### config.mk
export PLATFORM = sky130hd
export DESIGN_NAME = peripheral_irq_flag_enable_bank
export DESIGN_NICKNAME = d
export VERILOG_FILES = /design/src/hdl/irq_bank_pkg.sv /design/src/hdl/peripheral_irq_flag_enable_bank.sv
export VERILOG_INCLUDE_DIRS = /design/src /design/src/hdl
export SDC_FILE = /design/constraint.sdc
export NUM_CORES = 1
export LEC_CHECK = 0
export BUFFER_PORTS_ARGS = -buffer_cell sky130_fd_sc_hd__buf_4
export CAP_MARGIN = 15
export CORE_MARGIN = 4
export CORE_UTILIZATION = 52
export CTS_CLUSTER_DIAMETER = 80
export DETAILED_ROUTE_END_ITERATION = 8
export MAX_ROUTING_LAYER = met4
export PLACE_DENSITY_LB_ADDON = 0.15
export SYNTH_ARGS = -nofsm -noshare
export SYNTH_HDL_FRONTEND = slang
export SYNTH_SLANG_ARGS = --single-unit
### constraint.sdc
create_clock -name mclk -period 2.7 [get_ports mclk]
set_input_delay 0.405 -clock mclk [delete_from_list [all_inputs] [get_ports mclk]]
set_output_delay 0.405 -clock mclk [all_outputs]
set_load 0.05 [all_outputs]
### src/hdl/irq_bank_defs.svh
/*
 * Offsets, field positions, masks and reset values of the peripheral
 * interrupt enable and request bank.
 * Assumes a 32-bit AXI4-Lite bus with byte addresses.
 */
`ifndef IRQ_BANK_DEFS_SVH
`define IRQ_BANK_DEFS_SVH

`define OFS_CORE_CTRL 8'h00
`define OFS_ENABLE_ONE 8'h04
`define OFS_ENABLE_TWO 8'h08
`define OFS_PWM_ENABLE 8'h0C
`define OFS_REQUEST_ONE 8'h10
`define OFS_REQUEST_TWO 8'h14
`define OFS_PWM_REQUEST 8'h18
`define OFS_BANK_STATUS 8'h1C
`define OFS_BANK_CLEAR 8'h20
`define OFS_BANK_ENABLE 8'h24

`define BIT_GLOBAL_EN 7
`define BIT_GROUP_EN 6
`define CTRL_MASK 8'hC0
`define ONE_MASK 8'hF3
`define ONE_WR_MASK 8'hD3
`define SERIAL_MASK 8'h30
`define BIT_SERIAL_RX 5
`define TWO_MASK 8'h20
`define PWM_MASK 8'h70
`define BANK_MASK 8'h07
`define REG_RESET 8'h00

`define RESP_OKAY 2'h0
`define RESP_SLVERR 2'h2

`endif

### src/hdl/irq_bank_pkg.sv
/*
 * Types for the peripheral interrupt bank: event bundle and the
 * AXI4-Lite channel groups.
 * Assumes the defs header is compiled alongside.
 */
package irq_bank_pkg;

    typedef struct packed {
        logic timer1Gate;      // Gate acquisition done, pulse
        logic converterDone;   // Conversion done, pulse
        logic serialRx;        // Receiver holds data, level
        logic serialTx;        // Transmitter ready, pulse
        logic timer2Match;     // Period match, pulse
        logic timer1Overflow;  // Overflow, pulse
        logic comparator;      // Comparator edge, pulse
    } periph_events_type;

    typedef struct packed {
        logic [7:0] awaddr;
        logic awvalid;
        logic [31:0] wdata;
        logic [3:0] wstrb;
        logic wvalid;
        logic bready;
    } axi_wr_req_type;

    typedef struct packed {
        logic awready;
        logic wready;
        logic [1:0] bresp;
        logic bvalid;
    } axi_wr_rsp_type;

    typedef struct packed {
        logic [7:0] araddr;
        logic arvalid;
        logic rready;
    } axi_rd_req_type;

    typedef struct packed {
        logic arready;
        logic [31:0] rdata;
        logic [1:0] rresp;
        logic rvalid;
    } axi_rd_rsp_type;

endpackage : irq_bank_pkg

### src/hdl/peripheral_irq_flag_enable_bank.sv
/*
 * Peripheral interrupt enable and request bank with AXI4-Lite access,
 * core interrupt gating and a sticky bank interrupt.
 * Assumes event pulses and PWM flag levels come from mclk logic.
 */
`timescale 1ns/1ps
`include "irq_bank_defs.svh"

module peripheral_irq_flag_enable_bank #(
    parameter bit serialPresent = 1'b1
) (
    input wire logic mclk,                                   // 200 MHz clock
    input wire logic rst,                                    // Sync reset
    input wire irq_bank_pkg::axi_wr_req_type wrReq,          // Write request
    output irq_bank_pkg::axi_wr_rsp_type wrRsp,              // Write answer
    input wire irq_bank_pkg::axi_rd_req_type rdReq,          // Read request
    output irq_bank_pkg::axi_rd_rsp_type rdRsp,              // Read answer
    input wire irq_bank_pkg::periph_events_type events,      // Event sources
    input wire logic [2:0] pwmPending,                       // PWM flags ch3..1
    output logic coreIrq,                                    // To the core
    output logic bankIrq                                     // Bank status irq
);
    import irq_bank_pkg::*;

    ////////////////////////////////////////////////////////////////////////////
    // Register state

    logic [7:0] ctrl_reg, ctrl_next;
    logic [7:0] enOne_reg, enOne_next;
    logic [7:0] enTwo_reg, enTwo_next;
    logic [7:0] pwmEn_reg, pwmEn_next;
    logic [7:0] reqOne_reg, reqOne_next;
    logic [7:0] reqTwo_reg, reqTwo_next;
    logic [7:0] pwmReq_reg, pwmReq_next;
    logic [7:0] stat_reg, stat_next;
    logic [7:0] statEn_reg, statEn_next;

    // Write channel holding
    logic awHeld_reg, awHeld_next;
    logic wHeld_reg, wHeld_next;
    logic [7:0] awAddr_reg, awAddr_next;
    logic [31:0] wData_reg, wData_next;
    logic [3:0] wStrb_reg, wStrb_next;
    logic bValid_reg, bValid_next;
    logic [1:0] bResp_reg, bResp_next;

    // Read channel
    logic rValid_reg, rValid_next;
    logic [31:0] rData_reg, rData_next;
    logic [1:0] rResp_reg, rResp_next;

    logic writeFire;
    logic lowLane;
    logic [7:0] wByte;
    logic [7:0] oneImpl;
    logic [7:0] oneSet;
    logic [7:0] twoSet;
    logic [7:0] pwmIn;
    logic [7:0] newEvents;
    logic [7:0] rdByte;
    logic rdHit;
    logic wrHit;
    logic periphAny;

    ////////////////////////////////////////////////////////////////////////////
    // AXI handshakes

    assign wrRsp.awready = !awHeld_reg && !bValid_reg;
    assign wrRsp.wready = !wHeld_reg && !bValid_reg;
    assign wrRsp.bvalid = bValid_reg;
    assign wrRsp.bresp = bResp_reg;
    assign rdRsp.arready = !rValid_reg;
    assign rdRsp.rvalid = rValid_reg;
    assign rdRsp.rdata = rData_reg;
    assign rdRsp.rresp = rResp_reg;

    // Address and data may arrive in either order; the write lands once both are held
    assign writeFire = awHeld_reg && wHeld_reg && !bValid_reg;
    assign lowLane = writeFire && wStrb_reg[0];
    assign wByte = wData_reg[7:0];

    always_comb begin
        wrHit = 1'b1;
        case (awAddr_reg)
            `OFS_CORE_CTRL, `OFS_ENABLE_ONE, `OFS_ENABLE_TWO,
            `OFS_PWM_ENABLE, `OFS_REQUEST_ONE, `OFS_REQUEST_TWO,
            `OFS_PWM_REQUEST, `OFS_BANK_STATUS, `OFS_BANK_CLEAR,
            `OFS_BANK_ENABLE: wrHit = 1'b1;
            default: wrHit = 1'b0;
        endcase
    end

    always_comb begin
        awHeld_next = awHeld_reg;
        wHeld_next = wHeld_reg;
        awAddr_next = awAddr_reg;
        wData_next = wData_reg;
        wStrb_next = wStrb_reg;
        bValid_next = bValid_reg;
        bResp_next = bResp_reg;
        if (wrReq.awvalid && wrRsp.awready) begin
            awHeld_next = 1'b1;
            awAddr_next = {wrReq.awaddr[7:2], 2'h0};
        end
        if (wrReq.wvalid && wrRsp.wready) begin
            wHeld_next = 1'b1;
            wData_next = wrReq.wdata;
            wStrb_next = wrReq.wstrb;
        end
        if (writeFire) begin
            awHeld_next = 1'b0;
            wHeld_next = 1'b0;
            bValid_next = 1'b1;
            bResp_next = wrHit ? `RESP_OKAY : `RESP_SLVERR;
        end else if (bValid_reg && wrReq.bready) begin
            bValid_next = 1'b0;
        end
    end

    always_ff @(posedge mclk) begin
        if (rst) begin
            awHeld_reg <= 1'b0;
            wHeld_reg <= 1'b0;
            awAddr_reg <= 8'h00;
            wData_reg <= 32'h0000_0000;
            wStrb_reg <= 4'h0;
            bValid_reg <= 1'b0;
            bResp_reg <= `RESP_OKAY;
        end else begin
            awHeld_reg <= awHeld_next;
            wHeld_reg <= wHeld_next;
            awAddr_reg <= awAddr_next;
            wData_reg <= wData_next;
            wStrb_reg <= wStrb_next;
            bValid_reg <= bValid_next;
            bResp_reg <= bResp_next;
        end
    end

    ////////////////////////////////////////////////////////////////////////////
    // Flags and enables

    // Serial bits vanish on the variant without the serial port
    assign oneImpl = serialPresent ? `ONE_MASK : (`ONE_MASK & ~`SERIAL_MASK);
    assign oneSet = {events.timer1Gate, events.converterDone, 1'b0,
                     events.serialTx, 2'h0, events.timer2Match,
                     events.timer1Overflow};
    assign twoSet = {2'h0, events.comparator, 5'h00};
    assign pwmIn = {1'b0, pwmPending, 4'h0};

    always_comb begin
        ctrl_next = ctrl_reg;
        enOne_next = enOne_reg;
        enTwo_next = enTwo_reg;
        pwmEn_next = pwmEn_reg;
        reqOne_next = reqOne_reg;
        reqTwo_next = reqTwo_reg;
        statEn_next = statEn_reg;
        if (lowLane) begin
            case (awAddr_reg)
                `OFS_CORE_CTRL: ctrl_next = wByte & `CTRL_MASK;
                `OFS_ENABLE_ONE: enOne_next = wByte & oneImpl;
                `OFS_ENABLE_TWO: enTwo_next = wByte & `TWO_MASK;
                `OFS_PWM_ENABLE: pwmEn_next = wByte & `PWM_MASK;
                `OFS_REQUEST_ONE: reqOne_next = (reqOne_reg & ~`ONE_WR_MASK)
                                                | (wByte & `ONE_WR_MASK);
                `OFS_REQUEST_TWO: reqTwo_next = wByte & `TWO_MASK;
                `OFS_BANK_ENABLE: statEn_next = wByte & `BANK_MASK;
                default: ;
            endcase
        end
        // Event set wins over a software clear in the same cycle
        reqOne_next = reqOne_next | oneSet;
        reqOne_next[`BIT_SERIAL_RX] = events.serialRx;
        reqOne_next = reqOne_next & oneImpl;
        reqTwo_next = (reqTwo_next | twoSet) & `TWO_MASK;
        // Mirror only; writes never reach these flags
        pwmReq_next = pwmIn & `PWM_MASK;
    end

    // Bank status: bit 0 request one, bit 1 request two, bit 2 PWM gained a flag
    assign newEvents = {5'h00,
                        |(pwmReq_next & ~pwmReq_reg),
                        |(reqTwo_next & ~reqTwo_reg),
                        |(reqOne_next & ~reqOne_reg)};

    always_comb begin
        stat_next = stat_reg;
        if (lowLane && awAddr_reg == `OFS_BANK_CLEAR) begin
            stat_next = stat_reg & ~wByte;
        end
        stat_next = (stat_next | newEvents) & `BANK_MASK;
    end

    always_ff @(posedge mclk) begin
        if (rst) begin
            ctrl_reg <= `REG_RESET;
            enOne_reg <= `REG_RESET;
            enTwo_reg <= `REG_RESET;
            pwmEn_reg <= `REG_RESET;
            reqOne_reg <= `REG_RESET;
            reqTwo_reg <= `REG_RESET;
            pwmReq_reg <= `REG_RESET;
            stat_reg <= `REG_RESET;
            statEn_reg <= `REG_RESET;
        end else begin
            ctrl_reg <= ctrl_next;
            enOne_reg <= enOne_next;
            enTwo_reg <= enTwo_next;
            pwmEn_reg <= pwmEn_next;
            reqOne_reg <= reqOne_next;
            reqTwo_reg <= reqTwo_next;
            pwmReq_reg <= pwmReq_next;
            stat_reg <= stat_next;
            statEn_reg <= statEn_next;
        end
    end

    ////////////////////////////////////////////////////////////////////////////
    // Interrupt outputs

    assign periphAny = |(reqOne_reg & enOne_reg) | |(reqTwo_reg & enTwo_reg)
                       | |(pwmReq_reg & pwmEn_reg);
    // Group then global gate; a stale flag fires at once when enabled
    assign coreIrq = ctrl_reg[`BIT_GLOBAL_EN] && ctrl_reg[`BIT_GROUP_EN]
                     && periphAny;
    assign bankIrq = |(stat_reg & statEn_reg);

    ////////////////////////////////////////////////////////////////////////////
    // Read channel

    always_comb begin
        rdHit = 1'b1;
        case ({rdReq.araddr[7:2], 2'h0})
            `OFS_CORE_CTRL: rdByte = ctrl_reg;
            `OFS_ENABLE_ONE: rdByte = enOne_reg;
            `OFS_ENABLE_TWO: rdByte = enTwo_reg;
            `OFS_PWM_ENABLE: rdByte = pwmEn_reg;
            `OFS_REQUEST_ONE: rdByte = reqOne_reg;
            `OFS_REQUEST_TWO: rdByte = reqTwo_reg;
            `OFS_PWM_REQUEST: rdByte = pwmReq_reg;
            `OFS_BANK_STATUS: rdByte = stat_reg;
            `OFS_BANK_CLEAR: rdByte = 8'h00;
            `OFS_BANK_ENABLE: rdByte = statEn_reg;
            default: begin
                rdByte = 8'h00;
                rdHit = 1'b0;
            end
        endcase
    end

    always_comb begin
        rValid_next = rValid_reg;
        rData_next = rData_reg;
        rResp_next = rResp_reg;
        if (rdReq.arvalid && rdRsp.arready) begin
            rValid_next = 1'b1;
            rData_next = {24'h00_0000, rdByte};
            rResp_next = rdHit ? `RESP_OKAY : `RESP_SLVERR;
        end else if (rValid_reg && rdReq.rready) begin
            rValid_next = 1'b0;
        end
    end

    always_ff @(posedge mclk) begin
        if (rst) begin
            rValid_reg <= 1'b0;
            rData_reg <= 32'h0000_0000;
            rResp_reg <= `RESP_OKAY;
        end else begin
            rValid_reg <= rValid_next;
            rData_reg <= rData_next;
            rResp_reg <= rResp_next;
        end
    end
endmodule : peripheral_irq_flag_enable_bank

==> results.ini <==
[worst_setup_path]
timing.rr.end = stat_reg[0]
crit_end = coreIrq
worstPathMaxFanout = 4
startpoint = reqOne_reg[7]
required_ns = 2.30
r2r_setup_slack_ns = 1.06
reg2reg_depth = 4
r2r-start = bValid_reg
crit_arrival_ns = 1.48
worstSetupEndpointType = output pin
critPathLaunchType = flip-flop
path_class = reg2out

[layout]
area_growth_syn_to_layout_pct = 15.4
drive_above_1_share = 0.190
stdcell_count = 434
final_area_um2 = 3190
nNetsFinal = 432
diodes = 0
nFillCells = 484

[timing]
relSlewSlack = 0.604
setup_viol = 0
max_freq_mhz = 532
tns_ns = 0
period_needed_ns = 1.88
setup_slack_ns = 0.819
rsz0062_at_grt = false
finalCritPeriodShare = 0.697
finalHoldViolations = 0
finalClockSkew_ns = 0.0125
worst_pin_slew_ns = 0.588
slew_viol_final = 0

[logic_synthesis]
ys_types = 44
synth_top_family_by_area = simple AND/OR/NAND/NOR gates
ys_seq_area_frac = 0.398
avgSynthCellArea_um2 = 8.66
synthFlopType = dfxtp_1
ys_async_sr_fraction = 0
netlist_area_um2 = 2760
synthCells = 319
yosys.area_share.simple = 0.236
synth-compound-area-share = 0.140
synthAdderAreaFrac = 0
synth_largest_area_cell = dfxtp_1
synth-xor-area-share = 0
synthTopCellsByCount = 55 x dfxtp_1, 36 x nor2_1, 30 x buf_4, 30 x mux2i_1, 23 x nand2_1
synthTopCellsByArea = dfxtp_1 40%, mux2i_1 11%, buf_4 8.1%, nor2_1 4.9%, nand2_1 3.1%
ys_ff_latch = 55
muxShareOfSynthArea = 0.109
yosys_warnings = 0
synth.top_cell.area_share = 0.398
synth_edf_count = 0
synth.most_common_cell = dfxtp_1

[power_and_ir_drop]
swShare = 0.294
p_seq_frac = 0.502
switchingPower_uw = 523
p_leak_nw = 1.42
peakVddDrop_mv = 0.386
clkPwrFrac = 0.316
powerDensity_nw_per_um2 = 557
internal_power_mw = 1.25
report.power.total_mw = 1.78
p_comb_frac = 0.181

[route]
via_count = 2314
drt-total-wl_mm = 5.97
ant_nets = 0
dr.pass1.iters = 5
drtIter0Drc = 96
drc = 0
vias_per_cell = 5.33
avgRoutedWirePerCell_um = 13.7

[clocking]
cts_hold_buf = 0
cts.clk_slew.worst_paths_ns = 0.09
clockBufferDepth = 2
insertion_delay_ns = 0.31
cts-root-buf = clkbuf_8
cts_setup_buffers = 0
cts_buffers = 5
htree_levels = 2
clock-sinks = 55
cts_resized = 0
tritoncts = done

[grt]
antenna_found_initial = 0
grt_usage = 0.191
gr-max-usage-layer = met2
use_met1 = 0.244
grt_pass1_wl_mm = 9.47
grt-ovfl-total = 0
grtUsageMet3 = 0.0432
gr-usage-met2 = 0.298
grt_pass1_vias = 2047
grt_max_degree = 39

[placed_design]
dp.cells = 426
dpl_cell_area_um2 = 3070
hpwl_mm = 4.58
place_congestion = 0.802
port_buffers = 52
pre_cts_ws_ns = 1.09

[floorplan]
io_pins = 112
die_h_um = 80.9
dieArea_um2 = 6550
die_w_um = 80.9
initial_core_util = 0.538
design.core.area_um2 = 5140
fp-row-count = 26

[run]
max-cap-violations = 0

[worst_hold_path]
hp-class = in2reg

[outcome]
status = complete, no violations

-- cell families after synthesis --
family          after synthesis
simple gates                122
flops                        55
compound gates               57
mux                          30
buf+inv                      54
other cells                   1
-- critical path: stages (launching register included) --
cell and delay (ns):
dfxtp_1 0.41, inv_1 0.08, o21ai_0 0.14, a221oi_1 0.07, a31oi_1 0.23, buf_4 0.24
-- cell type report --
type | instances | area [um2] | share of cell area
Multi-Input combinational cell | 236 | 1440 | 0.452
Timing Repair Buffer | 53 | 398 | 0.125
Tap cell | 70 | 87.6 | 0.0275
Inverter | 12 | 45.0 | 0.0141
Clock buffer | 6 | 82.6 | 0.0259
Clock inverter | 2 | 35.0 | 0.0110
Sequential cell | 55 | 1100 | 0.345
-- metal layers --
layer  vias to the layer above  share of wire
met2                        83           0.46
met4                         0          0.019
li1                       1159              -
met3                         9          0.066
met5                         -              0
met1                      1063           0.46
-- placed cells by master (no fill, tap or decap), types with 2 or more instances in the layout --
| cell | instances |
|---|---|
| a21oi_1 | 17 |
| a221oi_1 | 2 |
| a222oi_1 | 3 |
| a22o_1 | 3 |
| a22oi_1 | 4 |
| a31oi_1 | 5 |
| and2_1 | 3 |
| buf_4 | 53 |
| clkbuf_8 | 6 |
| conb_1 | 27 |
| dfxtp_1 | 55 |
| inv_1 | 12 |
| mux2i_1 | 30 |
| nand2_1 | 23 |
| nand2b_1 | 9 |
| nand3_1 | 4 |
| nand3_2 | 2 |
| nand3b_1 | 3 |
| nand4_1 | 5 |
| nand4b_1 | 2 |
| nor2_1 | 36 |
| nor2b_1 | 10 |
| nor3_1 | 16 |
| nor4_1 | 2 |
| o211ai_1 | 2 |
| o21ai_0 | 9 |
| o22ai_1 | 4 |
-- metrics by stage --
step           hold slack, ns  utilization
5_1_grt                 0.315        0.621
6_report                0.312        0.621
4_1_cts                 0.308        0.621
3_3_place_gp            0.445        0.598
2_1_floorplan           0.432            -
3_5_place_dp            0.456        0.598
-- how the worst min path moves through the flow --
| stage | cells after the start | end | start |
|---|---|---|---|
| final | 2 | pwmReq_reg[4] | pwmPending[0] |
| after CTS | 2 | pwmReq_reg[4] | pwmPending[0] |
| after global routing | 2 | pwmReq_reg[5] | pwmPending[1] |
| after detailed placement | 2 | wStrb_reg[0] | wStrb_reg[0] |
| after floorplan | 2 | wStrb_reg[0] | wStrb_reg[0] |
| after global placement | 2 | wStrb_reg[0] | wStrb_reg[0] |
-- power groups by stage --
stage / Sequential, mW / Clock (mW) / Combinational, mW
after floorplan: 0.907 / 0 / 0.266
after global placement: 0.910 / 0 / 0.318
after detailed placement: 0.911 / 0 / 0.322
after CTS: 0.892 / 0.577 / 0.323
after global routing: 0.900 / 0.604 / 0.349
final: 0.893 / 0.562 / 0.322
(Power assumes the default switching activity.)
